==> config.mk <==
export PLATFORM = sky130hd
export DESIGN_NAME = itv_top
export DESIGN_NICKNAME = d
export VERILOG_FILES = /design/src/rtl/itv_pkg.sv /design/src/rtl/itv_vec_addr.sv /design/src/rtl/itv_top.sv
export SDC_FILE = /design/constraint.sdc
export NUM_CORES = 1
export LEC_CHECK = 0
export BUFFER_PORTS_ARGS = -buffer_cell sky130_fd_sc_hd__buf_2
export CELL_PAD_IN_SITES_DETAIL_PLACEMENT = 0
export CELL_PAD_IN_SITES_GLOBAL_PLACEMENT = 1
export CORE_AREA = 2 2 138 140
export CTS_BUF_LIST = sky130_fd_sc_hd__clkbuf_16
export DETAILED_ROUTE_END_ITERATION = 8
export DIE_AREA = 0 0 140 142
export MAX_ROUTING_LAYER = met4
export PLACE_DENSITY = 0.81
export SYNTH_ARGS = -nofsm -noshare
export SYNTH_HDL_FRONTEND = slang
export SYNTH_SLANG_ARGS = --single-unit
==> constraint.sdc <==
create_clock -name sys_clk -period 19.03 [get_ports sys_clk]
set_clock_uncertainty 0.2 [all_clocks]
set_input_delay 3.806 -clock sys_clk [delete_from_list [all_inputs] [get_ports sys_clk]]
set_output_delay 3.806 -clock sys_clk [all_outputs]
set_load 0.03 [all_outputs]
==> src/rtl/itv_pkg.sv <==
// itv_pkg: constants, types and register map of the interrupt and trap vectoring block.
// assumes a single 40 MHz system clock and a 32-bit ahb-lite register bus.
package itv_pkg;

  // ---------------------------------------------------------------
  // program memory vector area
  // ---------------------------------------------------------------
  localparam logic [23:0] ITV_VEC_AREA_LO   = 24'h000000;
  localparam logic [23:0] ITV_VEC_AREA_HI   = 24'h000200;
  localparam logic [23:0] ITV_RESET_ADDR    = 24'h000000;
  localparam logic [23:0] ITV_RESET_TARGET  = 24'h000002;
  localparam logic [23:0] ITV_PRI_BASE      = 24'h000004;
  localparam logic [23:0] ITV_PRI_END       = 24'h0000FF;
  localparam logic [23:0] ITV_ALT_END       = 24'h0001FF;
  localparam logic [23:0] ITV_ALT_OFFSET    = 24'h000100;
  localparam logic [6:0]  ITV_IRQ_OFFSET    = 7'h08;

  // ---------------------------------------------------------------
  // vector numbers
  // ---------------------------------------------------------------
  localparam logic [6:0] ITV_VEC_OSC_FAIL   = 7'h01;
  localparam logic [6:0] ITV_VEC_ADDR_ERR   = 7'h02;
  localparam logic [6:0] ITV_VEC_STACK_ERR  = 7'h03;
  localparam logic [6:0] ITV_VEC_MATH_ERR   = 7'h04;
  localparam logic [6:0] ITV_VEC_DMA_ERR    = 7'h05;
  localparam logic [6:0] ITV_VEC_NUM_TRAPS  = 7'h08;
  localparam logic [6:0] ITV_VEC_DMA4       = 7'h36;
  localparam logic [6:0] ITV_VEC_TIMER6     = 7'h37;
  localparam logic [6:0] ITV_VEC_TIMER7     = 7'h38;
  localparam logic [6:0] ITV_VEC_TW2_SLAVE  = 7'h39;
  localparam logic [6:0] ITV_VEC_TW2_MASTER = 7'h3A;
  localparam logic [6:0] ITV_VEC_TIMER8     = 7'h3B;
  localparam logic [6:0] ITV_VEC_TIMER9     = 7'h3C;
  localparam logic [6:0] ITV_VEC_EXT3       = 7'h3D;
  localparam logic [6:0] ITV_VEC_EXT4       = 7'h3E;
  localparam logic [6:0] ITV_VEC_CAN2_RX    = 7'h3F;
  localparam logic [6:0] ITV_VEC_CAN2_EVT   = 7'h40;
  localparam logic [6:0] ITV_VEC_CODEC_ERR  = 7'h43;
  localparam logic [6:0] ITV_VEC_CODEC_DONE = 7'h44;
  localparam logic [6:0] ITV_VEC_DMA5       = 7'h45;
  localparam logic [6:0] ITV_VEC_SER1_ERR   = 7'h49;
  localparam logic [6:0] ITV_VEC_SER2_ERR   = 7'h4A;
  localparam logic [6:0] ITV_VEC_DMA6       = 7'h4C;
  localparam logic [6:0] ITV_VEC_DMA7       = 7'h4D;
  localparam logic [6:0] ITV_VEC_CAN1_TX    = 7'h4E;
  localparam logic [6:0] ITV_VEC_CAN2_TX    = 7'h4F;
  localparam logic [6:0] ITV_VEC_RSV_LO     = 7'h50;
  localparam logic [6:0] ITV_VEC_RSV_HI     = 7'h7D;

  localparam int ITV_NSRC = 27;            // 5 traps + 20 peripheral sources + 2 unused slots
  localparam int ITV_NTRAP = 5;

  // ---------------------------------------------------------------
  // register map (byte addresses)
  // ---------------------------------------------------------------
  localparam logic [7:0] ITV_REG_PRIORITY = 8'h00;  // compare_capture_priority
  localparam logic [7:0] ITV_REG_CONTROL  = 8'h04;  // bit0 alternate table select
  localparam logic [7:0] ITV_REG_PENDING  = 8'h08;  // pending_vector_code, ro
  localparam logic [7:0] ITV_REG_STATUS   = 8'h0C;  // sticky source flags, ro
  localparam logic [7:0] ITV_REG_CLEAR    = 8'h10;  // write one to clear, wo
  localparam logic [7:0] ITV_REG_ENABLE   = 8'h14;  // interrupt enable

  // priority field positions
  localparam int ITV_POS_COMPARE7 = 12;
  localparam int ITV_POS_COMPARE6 = 8;
  localparam int ITV_POS_COMPARE5 = 4;
  localparam int ITV_POS_CAPTURE6 = 0;
  localparam logic [2:0]  ITV_PRIO_RESET  = 3'h4;
  localparam logic [2:0]  ITV_PRIO_OFF    = 3'h0;
  localparam logic [15:0] ITV_PRIORITY_RESET = 16'h4444;
  localparam logic [15:0] ITV_PRIORITY_MASK  = 16'h7777;

  // ahb-lite encodings
  localparam logic [1:0] ITV_HTRANS_NONSEQ = 2'h2;
  localparam logic [2:0] ITV_HSIZE_WORD    = 3'h2;

  // one vector request handed to the cpu
  typedef struct packed {
    logic        valid;
    logic [6:0]  vector;
    logic [6:0]  irq;
    logic [23:0] address;
  } itv_fetch_s;

endpackage

==> src/rtl/itv_vec_addr.sv <==
// itv_vec_addr: maps a vector number to its program memory word address.
// assumes the vector number is already validated by the caller.
`timescale 1ns/1ps
`default_nettype none
module itv_vec_addr
  import itv_pkg::*;
(
  input  wire logic [6:0]  vector,
  input  wire logic        alt_sel,
  output logic      [23:0] address,
  output logic      [6:0]  irq
);

  // ---------------------------------------------------------------
  // address arithmetic
  // ---------------------------------------------------------------
  logic [23:0] pri_addr;

  // one program word per vector, two address units each
  assign pri_addr = ITV_PRI_BASE + {16'h0000, vector, 1'b0};
  assign address  = alt_sel ? (pri_addr + ITV_ALT_OFFSET) : pri_addr;
  // request number is the vector less eight; traps have no request number
  assign irq      = (vector >= ITV_IRQ_OFFSET) ? (vector - ITV_IRQ_OFFSET) : 7'h00;

endmodule
`default_nettype wire

==> src/rtl/itv_top.sv <==
// itv_top: interrupt and trap vectoring with priority register and ahb-lite slave.
// assumes the cpu core takes a fetch request whenever fetch_ack is high, and that
// source inputs are single-cycle event pulses from logic on sys_clk.
//
// Implementation choices: the address map and the AHB-Lite interface to the registers.
`timescale 1ns/1ps
`default_nettype none

// Behaviour
// - vector area below 0x200 is reserved
// - reset starts fetch at zero, target next
// - primary and alternate vector tables exist
// - vector address is base plus twice number
// - request number equals vector minus eight
// - traps one to five on first entries
// - dma channels four to seven fixed vectors
// - can vectors 63, 64, 78, 79
// - codec 67, 68; serial errors 73, 74
// - timers, external inputs fixed; 80-125 reserved
// - three-bit priority, zero disables source; here zero only blocks the fetch, irq_out still rises
// - priority fields reset to binary 100
// - pending code is vector minus eight
module itv_top
  import itv_pkg::*;
(
  input  wire logic                  sys_clk,
  input  wire logic                  srst,
  // ahb-lite slave
  input  wire logic                  hsel,
  input  wire logic [31:0]           haddr,
  input  wire logic [1:0]            htrans,
  input  wire logic                  hwrite,
  input  wire logic [2:0]            hsize,
  input  wire logic [31:0]           hwdata,
  input  wire logic                  hready,
  output logic      [31:0]           hrdata,
  output logic                       hreadyout,
  output logic                       hresp,
  // event sources: traps [4:0], then peripherals in table order
  input  wire logic [ITV_NSRC-1:0]   src_event,
  // vector fetch towards the cpu core
  input  wire logic                  fetch_ack,
  output itv_fetch_s                 fetch,
  output logic      [23:0]           reset_fetch_addr,
  output logic      [23:0]           reset_target_addr,
  output logic                       irq_out
);

  // ---------------------------------------------------------------
  // source to vector map
  // ---------------------------------------------------------------
  localparam logic [6:0] SRC_VEC [ITV_NSRC] = '{
    ITV_VEC_OSC_FAIL, ITV_VEC_ADDR_ERR, ITV_VEC_STACK_ERR,
    ITV_VEC_MATH_ERR, ITV_VEC_DMA_ERR,
    ITV_VEC_DMA4, ITV_VEC_TIMER6, ITV_VEC_TIMER7,
    ITV_VEC_TW2_SLAVE, ITV_VEC_TW2_MASTER, ITV_VEC_TIMER8,
    ITV_VEC_TIMER9, ITV_VEC_EXT3, ITV_VEC_EXT4,
    ITV_VEC_CAN2_RX, ITV_VEC_CAN2_EVT,
    ITV_VEC_CODEC_ERR, ITV_VEC_CODEC_DONE, ITV_VEC_DMA5,
    ITV_VEC_SER1_ERR, ITV_VEC_SER2_ERR, ITV_VEC_DMA6, ITV_VEC_DMA7,
    ITV_VEC_CAN1_TX, ITV_VEC_CAN2_TX,
    ITV_VEC_CAN2_TX, ITV_VEC_CAN2_TX
  };
  // the last two slots alias a real vector and are masked out of status by used_mask
  localparam int NUSED = 25;

  // the reset vector pair is fixed; nothing here may be relocated
  assign reset_fetch_addr  = ITV_RESET_ADDR;
  assign reset_target_addr = ITV_RESET_TARGET;

  // ---------------------------------------------------------------
  // register state
  // ---------------------------------------------------------------
  logic [15:0]         priority_reg;
  logic                alt_table;
  logic [ITV_NSRC-1:0] status;
  logic [ITV_NSRC-1:0] enable;
  logic [6:0]          pending_vector_code;

  logic                dp_valid;
  logic                dp_write;
  logic [7:0]          dp_addr;

  wire logic [2:0] compare7_priority = priority_reg[ITV_POS_COMPARE7 +: 3];
  wire logic [2:0] compare6_priority = priority_reg[ITV_POS_COMPARE6 +: 3];
  wire logic [2:0] compare5_priority = priority_reg[ITV_POS_COMPARE5 +: 3];
  wire logic [2:0] capture6_priority = priority_reg[ITV_POS_CAPTURE6 +: 3];

  // ---------------------------------------------------------------
  // ahb-lite address phase capture
  // ---------------------------------------------------------------
  logic addr_take;
  assign addr_take = hsel && hready && (htrans == ITV_HTRANS_NONSEQ);

  // the slave never stalls; every access answers in its data phase
  assign hreadyout = 1'b1;
  assign hresp     = 1'b0;

  always_ff @(posedge sys_clk) begin
    if (srst) begin
      dp_valid <= 1'b0;
      dp_write <= 1'b0;
      dp_addr  <= 8'h00;
    end else if (hready) begin
      dp_valid <= addr_take;
      dp_write <= hwrite;
      dp_addr  <= haddr[7:0];
    end
  end

  logic wr_en;
  assign wr_en = dp_valid && dp_write;

  // ---------------------------------------------------------------
  // priority and control registers
  // ---------------------------------------------------------------
  // unimplemented bits 15, 11, 7, 3 are masked on write so they read zero
  always_ff @(posedge sys_clk) begin
    if (srst) begin
      priority_reg <= ITV_PRIORITY_RESET;
    end else if (wr_en && dp_addr == ITV_REG_PRIORITY) begin
      priority_reg <= hwdata[15:0] & ITV_PRIORITY_MASK;
    end
  end

  always_ff @(posedge sys_clk) begin
    if (srst) begin
      alt_table <= 1'b0;
      enable    <= '0;
    end else if (wr_en) begin
      if (dp_addr == ITV_REG_CONTROL) begin
        alt_table <= hwdata[0];
      end
      if (dp_addr == ITV_REG_ENABLE) begin
        enable <= hwdata[ITV_NSRC-1:0];
      end
    end
  end

  // ---------------------------------------------------------------
  // sticky status flags
  // ---------------------------------------------------------------
  logic [ITV_NSRC-1:0] clr_mask;
  logic [ITV_NSRC-1:0] taken_mask;
  logic [ITV_NSRC-1:0] used_mask;

  assign used_mask = {{(ITV_NSRC-NUSED){1'b0}}, {NUSED{1'b1}}};
  assign clr_mask  = (wr_en && dp_addr == ITV_REG_CLEAR) ? hwdata[ITV_NSRC-1:0] : '0;

  // a new event wins over a clear in the same cycle
  always_ff @(posedge sys_clk) begin
    if (srst) begin
      status <= '0;
    end else begin
      status <= ((status & ~clr_mask & ~taken_mask) | src_event) & used_mask;
    end
  end

  assign irq_out = |(status & enable);

  // ---------------------------------------------------------------
  // arbitration: traps first, then highest priority, then lowest vector
  // ---------------------------------------------------------------
  // only four peripheral sources have programmable levels; the rest sit at the
  // reset default so that the table stays small
  function automatic logic [2:0] src_level(input int idx, input logic [15:0] pr);
    logic [2:0] lvl;
    lvl = ITV_PRIO_RESET;
    if (idx < ITV_NTRAP) begin
      lvl = 3'h7;
    end else if (idx == 6) begin
      lvl = pr[ITV_POS_COMPARE7 +: 3];
    end else if (idx == 7) begin
      lvl = pr[ITV_POS_COMPARE6 +: 3];
    end else if (idx == 10) begin
      lvl = pr[ITV_POS_COMPARE5 +: 3];
    end else if (idx == 11) begin
      lvl = pr[ITV_POS_CAPTURE6 +: 3];
    end
    return lvl;
  endfunction

  logic [4:0] win_idx;
  logic       win_any;
  logic [2:0] win_lvl;

  always_comb begin
    win_idx = 5'h00;
    win_any = 1'b0;
    win_lvl = ITV_PRIO_OFF;
    for (int i = 0; i < ITV_NSRC; i++) begin
      // level zero never competes; traps ignore the enable register
      if (status[i] && (enable[i] || i < ITV_NTRAP) &&
          src_level(i, priority_reg) != ITV_PRIO_OFF &&
          (!win_any || src_level(i, priority_reg) > win_lvl)) begin
        win_any = 1'b1;
        win_idx = 5'(i);
        win_lvl = src_level(i, priority_reg);
      end
    end
  end

  // ---------------------------------------------------------------
  // fetch request towards the cpu
  // ---------------------------------------------------------------
  logic [6:0]  win_vec;
  logic [23:0] win_addr;
  logic [6:0]  win_irq;
  logic [4:0]  fetch_idx;  // source behind the standing request

  assign win_vec = SRC_VEC[win_idx];

  itv_vec_addr u_vec_addr (
    .vector  (win_vec),
    .alt_sel (alt_table),
    .address (win_addr),
    .irq     (win_irq)
  );

  always_comb begin
    taken_mask = '0;
    if (fetch.valid && fetch_ack) begin
      // clear the source the cpu really took; the live winner may be newer
      taken_mask[fetch_idx] = 1'b1;
    end
  end

  // the fetch output is a registered copy of the current winner
  always_ff @(posedge sys_clk) begin
    if (srst) begin
      fetch               <= '0;
      pending_vector_code <= 7'h00;
      fetch_idx           <= 5'h00;
    end else begin
      fetch.valid   <= win_any && !(fetch.valid && fetch_ack);
      fetch.vector  <= win_vec;
      fetch.irq     <= win_irq;
      fetch.address <= win_addr;
      fetch_idx     <= win_idx;
      pending_vector_code <= win_any ? (win_vec - ITV_IRQ_OFFSET) : 7'h00;
    end
  end

  // ---------------------------------------------------------------
  // register read mux
  // ---------------------------------------------------------------
  always_ff @(posedge sys_clk) begin
    if (srst) begin
      hrdata <= 32'h00000000;
    end else if (addr_take && !hwrite) begin
      unique case (haddr[7:0])
        ITV_REG_PRIORITY: hrdata <= {16'h0000, priority_reg};
        ITV_REG_CONTROL:  hrdata <= {31'h00000000, alt_table};
        ITV_REG_PENDING:  hrdata <= {25'h0000000, pending_vector_code};
        ITV_REG_STATUS:   hrdata <= {{(32-ITV_NSRC){1'b0}}, status};
        ITV_REG_ENABLE:   hrdata <= {{(32-ITV_NSRC){1'b0}}, enable};
        default:          hrdata <= 32'h00000000;
      endcase
    end
  end

  // ---------------------------------------------------------------
  // checks
  // ---------------------------------------------------------------
  property p_addr_in_area;
    @(posedge sys_clk) disable iff (srst)
      fetch.valid |-> (fetch.address >= ITV_PRI_BASE && fetch.address < ITV_VEC_AREA_HI);
  endproperty
  a_addr_in_area: assert property (p_addr_in_area) else $error("vector outside area");

  property p_alt_offset;
    @(posedge sys_clk) disable iff (srst)
      fetch.valid && $past(alt_table) |-> fetch.address > ITV_PRI_END && fetch.address <= ITV_ALT_END;
  endproperty
  a_alt_offset: assert property (p_alt_offset) else $error("alternate table address wrong");

  property p_addr_formula;
    @(posedge sys_clk) disable iff (srst)
      fetch.valid && !$past(alt_table) |->
        fetch.address == ITV_PRI_BASE + {16'h0000, fetch.vector, 1'b0};
  endproperty
  a_addr_formula: assert property (p_addr_formula) else $error("primary address mismatch");

  property p_irq_minus8;
    @(posedge sys_clk) disable iff (srst)
      fetch.valid && fetch.vector >= ITV_VEC_NUM_TRAPS |-> fetch.irq == fetch.vector - ITV_IRQ_OFFSET;
  endproperty
  a_irq_minus8: assert property (p_irq_minus8) else $error("irq number mismatch");

  property p_prio_reset;
    @(posedge sys_clk) $fell(srst) |-> priority_reg == ITV_PRIORITY_RESET;
  endproperty
  a_prio_reset: assert property (p_prio_reset) else $error("priority reset value wrong");

  property p_prio_holes;
    @(posedge sys_clk) disable iff (srst)
      (priority_reg & ~ITV_PRIORITY_MASK) == 16'h0000;
  endproperty
  a_prio_holes: assert property (p_prio_holes) else $error("reserved priority bit set");

  property p_disabled_src;
    @(posedge sys_clk) disable iff (srst)
      win_any && win_idx >= ITV_NTRAP |-> win_lvl != ITV_PRIO_OFF;
  endproperty
  a_disabled_src: assert property (p_disabled_src) else $error("level zero source won");

  property p_code_vec;
    @(posedge sys_clk) disable iff (srst)
      fetch.valid |-> pending_vector_code == 7'(fetch.vector - ITV_IRQ_OFFSET);
  endproperty
  a_code_vec: assert property (p_code_vec) else $error("pending code mismatch");

  property p_not_reserved;
    @(posedge sys_clk) disable iff (srst)
      fetch.valid |-> !(fetch.vector >= ITV_VEC_RSV_LO && fetch.vector <= ITV_VEC_RSV_HI);
  endproperty
  a_not_reserved: assert property (p_not_reserved) else $error("reserved vector fetched");

  property p_trap_first;
    @(posedge sys_clk) disable iff (srst)
      status[0] |-> !win_any || win_idx < 5'(ITV_NTRAP);
  endproperty
  a_trap_first: assert property (p_trap_first) else $error("trap lost arbitration");

  // a programmable source whose field read zero when it won must never be fetched
  property p_compare7_level;
    @(posedge sys_clk) disable iff (srst)
      fetch.valid && fetch.vector == ITV_VEC_TIMER6 |-> $past(compare7_priority) != ITV_PRIO_OFF;
  endproperty
  a_compare7_level: assert property (p_compare7_level) else $error("compare7 level zero fetched");

  property p_compare6_level;
    @(posedge sys_clk) disable iff (srst)
      fetch.valid && fetch.vector == ITV_VEC_TIMER7 |-> $past(compare6_priority) != ITV_PRIO_OFF;
  endproperty
  a_compare6_level: assert property (p_compare6_level) else $error("compare6 level zero fetched");

  property p_compare5_level;
    @(posedge sys_clk) disable iff (srst)
      fetch.valid && fetch.vector == ITV_VEC_TIMER8 |-> $past(compare5_priority) != ITV_PRIO_OFF;
  endproperty
  a_compare5_level: assert property (p_compare5_level) else $error("compare5 level zero fetched");

  property p_capture6_level;
    @(posedge sys_clk) disable iff (srst)
      fetch.valid && fetch.vector == ITV_VEC_TIMER9 |-> $past(capture6_priority) != ITV_PRIO_OFF;
  endproperty
  a_capture6_level: assert property (p_capture6_level) else $error("capture6 level zero fetched");

endmodule
`default_nettype wire

# After elaboration in Yosys (flattened, before gate mapping)
# Memories as Yosys holds them, arrays and structs flattened.
# Index checks and enable logic that the tools add are counted.
# Widths: inputs -> output; s select.
# totals
ramBits,0
ff_bits,158
elab_cells,278
latch_bits,0
output_inout_bits,122
mem_count,1
rom_bits,224
inputBits,102
# mem_list
name,depth,word_bits,rd,rd_clocked_by_memory_dff,write_ports,line,rtl
(name not given),32,7,1,0,0,itv_top.sv:211,assign win_vec = SRC_VEC[win_idx];
# classes
eq_ne,8
div,0
reduce_logical,126
order_cmp,30
n_mul,0
n_addsub,3
mux,87
n_shift,0
bitwise_logic,9
# ops
operator,count
$pmux 27 s5,1
$mux 5,22
$mux 3,27
$gt 3x3->1 const A,22
$logic_and 1x1->1,59
$and 25x25->25,2
$mux 25,2
$not 25->25,2
$mux 1,29
$logic_not 1->1,28
$and 25x27->27,1
$reduce_or 27->1,1
$logic_or 1x1->1,26
$or 25x25->25,1
$add 24x9->24 const B,1
$eq 8x5->1 const B,3
$mux 24,1
$eq 8x3->1 const B,2
$eq 8x4->1 const B,2
$logic_not 8->1,2
$mux 7,2
$gt 3x3->1,4
$reduce_bool 3->1,4
$add 3x8->9 const A,1
13 further kinds,18

# Depth between registers and ports, before layout
# logic_depth
word_depth,112
depth_mapped,50
mapped_depth_nobuf,47

# Modules after synthesis
# From an unflattened synthesis, not the netlist that was laid out.
# unflattened
cells_unflattened,947
hier_area_um2,7754.9
# by_module_without_submodules
module,cells_each,area_per_inst_um2,n_inst,seq_area_each_um2
itv_top,900,7423.4,1,3042.9
itv_vec_addr,47,331.6,1,0.0

# Least setup slack after synthesis
# OpenSTA, ideal clock, no wires.
# synth_path
path_kind,register to register
from,reg status[0]
to,reg fetch[8] (netlist bit)
t_arrival_ns,8.358
stages_incl_launch_ff,42
path_buffers,2
slack_ns,10.357
required_ns,18.715
period_less_slack_ns,8.673
path_cell_list,dfxtp_1 -> or4_4 -> nand2b_1 -> inv_1 -> ha_1 -> nand3_1 -> o21ai_0 -> or3b_1 -> a22o_1 -> inv_2 -> ha_1 -> o21ai_0 -> o22ai_1 -> nand2b_1 -> clkbuf_1 -> mux2_2 -> o21ai_0 -> ha_1 -> [... 6 more ...] -> ha_1 -> o21a_1 -> o21ai_1 -> o21ai_4 -> nor2_2 -> o21ai_0 -> a32o_1 -> o2111a_1 -> a21oi_1 -> inv_1 -> ha_1 -> or4_1 -> nand3_2 -> inv_1 -> ha_1 -> and2_1 -> and4_1 -> o21a_1
# synth_between
elab_chain_len,112
elab_cells_between_ends,189
classes_between,2 x add/sub; 26 x order compare; 81 x mux; 1 x bitwise; 78 x reduce/logical; 1 x memory
# synth_rtl
element,line,rtl
"start, declared",itv_top.sv:76,logic [ITV_NSRC-1:0] status;
"start signal, assigned",itv_top.sv:155,status <= ((status & ~clr_mask & ~taken_mask) | src_event) & used_mask;
$mux 3 / $mux 1 (equally long branches),itv_top.sv:193,if (status[i] && (enable[i] || i < ITV_NTRAP) &&
$gt 3x3->1 / $logic_not 1->1 (equally long branches),itv_top.sv:195,"(!win_any || src_level(i, priority_reg) > win_lvl)) begin"
$logic_or 1x1->1,itv_top.sv:195,
$logic_and 1x1->1,itv_top.sv:194,"src_level(i, priority_reg) != ITV_PRIO_OFF &&"
$mux 3 / $mux 1 (equally long branches),itv_top.sv:193,
$gt 3x3->1 / $logic_not 1->1 (equally long branches),itv_top.sv:195,
$logic_or 1x1->1,itv_top.sv:195,
$logic_and 1x1->1,itv_top.sv:194,
[... 97 more ...],--,
net win_idx[1],itv_top.sv:183,logic [4:0] win_idx;
$not 5->6 (not written as such) *,itv_top.sv:211,
$mem_v2 32x7 *,--,
$mux 7 (not written as such) * (2 in a row),itv_top.sv:211,
net u_vec_addr.vector[2],itv_vec_addr.sv:8,"input wire logic [6:0] vector,"
$add 3x8->9 *,itv_vec_addr.sv:20,"assign pri_addr = ITV_PRI_BASE + {16'h0000, vector, 1'b0};"
$add 24x9->24,itv_vec_addr.sv:21,assign address = alt_sel ? (pri_addr + ITV_ALT_OFFSET) : pri_addr;
$mux 24 *,itv_vec_addr.sv:21,
"end, declared",itv_top.sv:43,"output itv_fetch_s fetch,"
# Mark *: on every way through the listed nets, which the timed path passes. The rest lies on a longest branch. The select of a mux whose other input is x is not followed.
# A chain may end at the register's enable or synchronous reset.

# Worst setup path after layout
# Same ends and word-level chain as after synthesis.

==> impl_metrics.json <==
{
  "status": "complete, but fails checks",
  "failed_checks": "design-rule violations",
  "fin_crit_sh_pct": 53.5,
  "setup_tns_ps": 0,
  "cp_max_fo": 12,
  "critPathKind": "reg -> reg",
  "peakVddDrop_mv": 0.0608,
  "grt_max_degree": 79,
  "power.leakage_nw": 3.50,
  "final_layout_size_suffix_gt1_share_pct": 17.9,
  "synthDistinctLibCells": 74,
  "end_kind": "flip-flop",
  "syn_to_final_growth_pct": 15.7,
  "critPathLaunchType": "flip-flop",
  "rows": 50,
  "p_clk_share_pct": 45.6,
  "seq_power_share_pct": 42.3,
  "hold_class": "reg -> reg",
  "ctsResizeCount": 0,
  "synth_edf_count": 0,
  "combPwrFrac_pct": 12.0,
  "crit_top_cell": "ha_1",
  "clk_pin_slew_ps": 60,
  "grt_usage_pct": 23.0,
  "viasPerCell": 5.37,
  "wirelength_um": 22300,
  "core_um2": 18500,
  "ys_seq_area_share_pct": 37.9,
  "cts_buffer_depth": 2,
  "synth_compound_area_share_pct": 19.1,
  "htreeDepth": 4,
  "synth_top_flop_cell": "dfxtp_1",
  "boundaryPins": 224,
  "ant_nets": 0,
  "synth_mux_area_share_pct": 3.95,
  "grt_antenna_before_repair": 0,
  "setup_ws_ps": 8860,
  "rsz0062_at_grt": "no",
  "p_sw_share_pct": 28.3,
  "hold_buffers": 0,
  "num_antenna_cells": 0,
  "num_vias": 6843,
  "pre_cts_ws_ps": 9050,
  "critPathArrivalTime_ps": 10290,
  "place_congestion": 0.929,
  "synthCells": 921,
  "hold_viol": 0,
  "setup_viol": 0,
  "cts-buffers-inserted": 17,
  "worstMarginPinSlew_ps": 1230,
  "cts_sinks": 136,
  "yosys_warnings": 0,
  "post_synth.cell_area_avg_um2": 7.81,
  "dp_hpwl_um": 16000,
  "slowest_delay_ps": 590,
  "power_density_nw_per_um2": 85.9,
  "p_int_mw": 0.512,
  "routedWlPerCell_um": 17.5,
  "start_util_pct": 39.0,
  "timing.fmax_mhz": 98.3,
  "clkLatencyLatePin_ps": 430,
  "synth-xor-area-share_pct": 0.365,
  "fin_crit_ps": 10170,
  "synthAdderAreaFrac_pct": 3.83,
  "cap_violations": 0,
  "dieArea_um2": 19900,
  "yosys.area_share.simple_pct": 24.0,
  "synth-seq-cells": 136,
  "drt-initial-drc-count": 549,
  "drc_errors": 11,
  "synth_top_family_by_area": "simple AND/OR/NAND/NOR gates",
  "required_ps": 19140,
  "die_h_um": 142,
  "layout.nets": 1151,
  "die_w_um": 140,
  "first_pass_iters": 9,
  "grt_pass1_vias": 6377,
  "crit_slowest_cell": "or4_4",
  "p_sw_mw": 0.202,
  "grt_pass1_wl_um": 34600,
  "synth.cell_area_um2": 7190,
  "grt-ovfl-total": 0,
  "cts-root-buf": "clkbuf_16",
  "cts_tree": "built",
  "ys_async_sr_fraction_pct": 0,
  "slew_headroom_pct": 17.7,
  "post-cts-setup-buffers": 0,
  "io_buffers": 119,
  "reg.largest.list": "enable (27), hrdata (27), status (25)",
  "n_fill_cell": 1891,
  "slew_violations": 0
}
==> cells in the mapped netlist, types with 3 or more instances <==
| master | count | area share (%) |
|---|---|---|
| a211oi_1 | 4 | 0.42 |
| a21boi_0 | 4 | 0.42 |
| a21o_1 | 5 | 0.52 |
| a21oi_1 | 73 | 5.1 |
| a222oi_1 | 11 | 1.5 |
| a22oi_1 | 4 | 0.42 |
| a31oi_1 | 32 | 2.8 |
| a32oi_1 | 4 | 0.49 |
| and2_1 | 6 | 0.52 |
| and4_1 | 3 | 0.37 |
| buf_4 | 72 | 7.5 |
| clkbuf_1 | 35 | 1.8 |
| dfxtp_1 | 136 | 38 |
| ha_1 | 22 | 3.8 |
| inv_1 | 20 | 1.0 |
| inv_2 | 3 | 0.16 |
| mux2i_1 | 25 | 3.5 |
| nand2_1 | 166 | 8.7 |
| nand2b_1 | 4 | 0.35 |
| nand3_1 | 28 | 1.9 |
| nand3b_1 | 5 | 0.52 |
| nand4_1 | 4 | 0.35 |
| nor2_1 | 125 | 6.5 |
| nor2b_1 | 5 | 0.43 |
| nor3_1 | 13 | 0.90 |
| nor3b_1 | 5 | 0.52 |
| nor4_1 | 3 | 0.26 |
| o211ai_1 | 6 | 0.63 |
| o21a_1 | 4 | 0.42 |
| o21ai_0 | 21 | 1.5 |
| o21ai_1 | 5 | 0.35 |
| o22ai_1 | 6 | 0.52 |
| o31ai_1 | 3 | 0.31 |
| or3_1 | 3 | 0.26 |
==> stage by stage <==
stage               cell area (µm²)  hold slack [ps]  instances  util (%)  power [mW]
global placement               7740              239       1242      42.0       0.393
global route                   8320              280       1274      45.1       0.741
floorplan                      7450              237        989         -       0.380
detailed placement             7740              248       1242      42.0       0.394
finish                         8320              250       1274      45.1       0.715
CTS                            8320              256       1274      45.1       0.719
==> path summary, 6_finish.rpt <==
kind                                               from                      end  slack [ps]  cells after the start
worst max register to register     status[0]$_SDFF_PP0_      fetch[8]$_SDFF_PP0_        8860                     40
worst min register to register  hrdata[25]$_SDFFE_PP0P_  hrdata[25]$_SDFFE_PP0P_         250                      2
worst min-delay path            hrdata[25]$_SDFFE_PP0P_  hrdata[25]$_SDFFE_PP0P_         250                      2
worst max-delay path               status[0]$_SDFF_PP0_      fetch[8]$_SDFF_PP0_        8860                     40
==> per-layer routing <==
metal	track usage [%]	part of all wire [%]
met1	30.3	47
met4	7.44	2.2
met3	4.54	6.8
met5	-	0
met2	35.8	44
==> cell usage in the layout (no fill, tap or decap), types with 4 or more instances in the layout <==
cell       count
a211oi_1       4
a21boi_0       4
a21o_1         5
a21oi_1       73
a222oi_1      11
a22oi_1        4
a31oi_1       32
a32oi_1        4
and2_1         6
buf_2        118
buf_4         10
clkbuf_16     17
conb_1        70
dfxtp_1      136
ha_1          22
inv_1         22
mux2i_1       25
nand2_1      166
nand2b_1       4
nand3_1       28
nand3b_1       5
nand4_1        4
nor2_1       124
nor2b_1        5
nor3_1        12
nor3b_1        4
o211ai_1       6
o21a_1         4
o21ai_0       21
o21ai_1        5
o22ai_1        6
==> logic make-up after synthesis <==
kind of cell / Yosys count
and+or+nand+nor: 389
AOI/OAI and AO/OA: 208
DFF: 136
buffers and inverters: 133
muxes: 28
adders and majority gates: 22
xor gates and xnor gates: 3
other: 2
==> power groups by stage <==
stage	clock [mW]	combinational (mW)	sequential, mW
detailed placement	0	0.0850	0.309
CTS	0.332	0.0854	0.302
floorplan	0	0.0678	0.312
global placement	0	0.0848	0.308
finish	0.326	0.0858	0.303
global route	0.344	0.0936	0.304
==> layout make-up <==
class	count	area (µm²)	share of cell area, %
multi-input combinational	720	3970	47.7
sequential	136	2720	32.7
timing repair buffer	128	666	8.00
clock buffer	17	425	5.11
tap	234	293	3.52
clock inverter	15	154	1.85
inverter	24	90.1	1.08
==> critical path, delay by kind of cell, from the launching register on <==
family	cells	cell delay, ps
buffers and inverters	4	380
AOI/OAI and AO/OA	17	3930
and+or+nand+nor	13	3510
adders and majority gates	6	1630
DFF	1	370
Note: power is estimated with default switching activity, not from simulation.
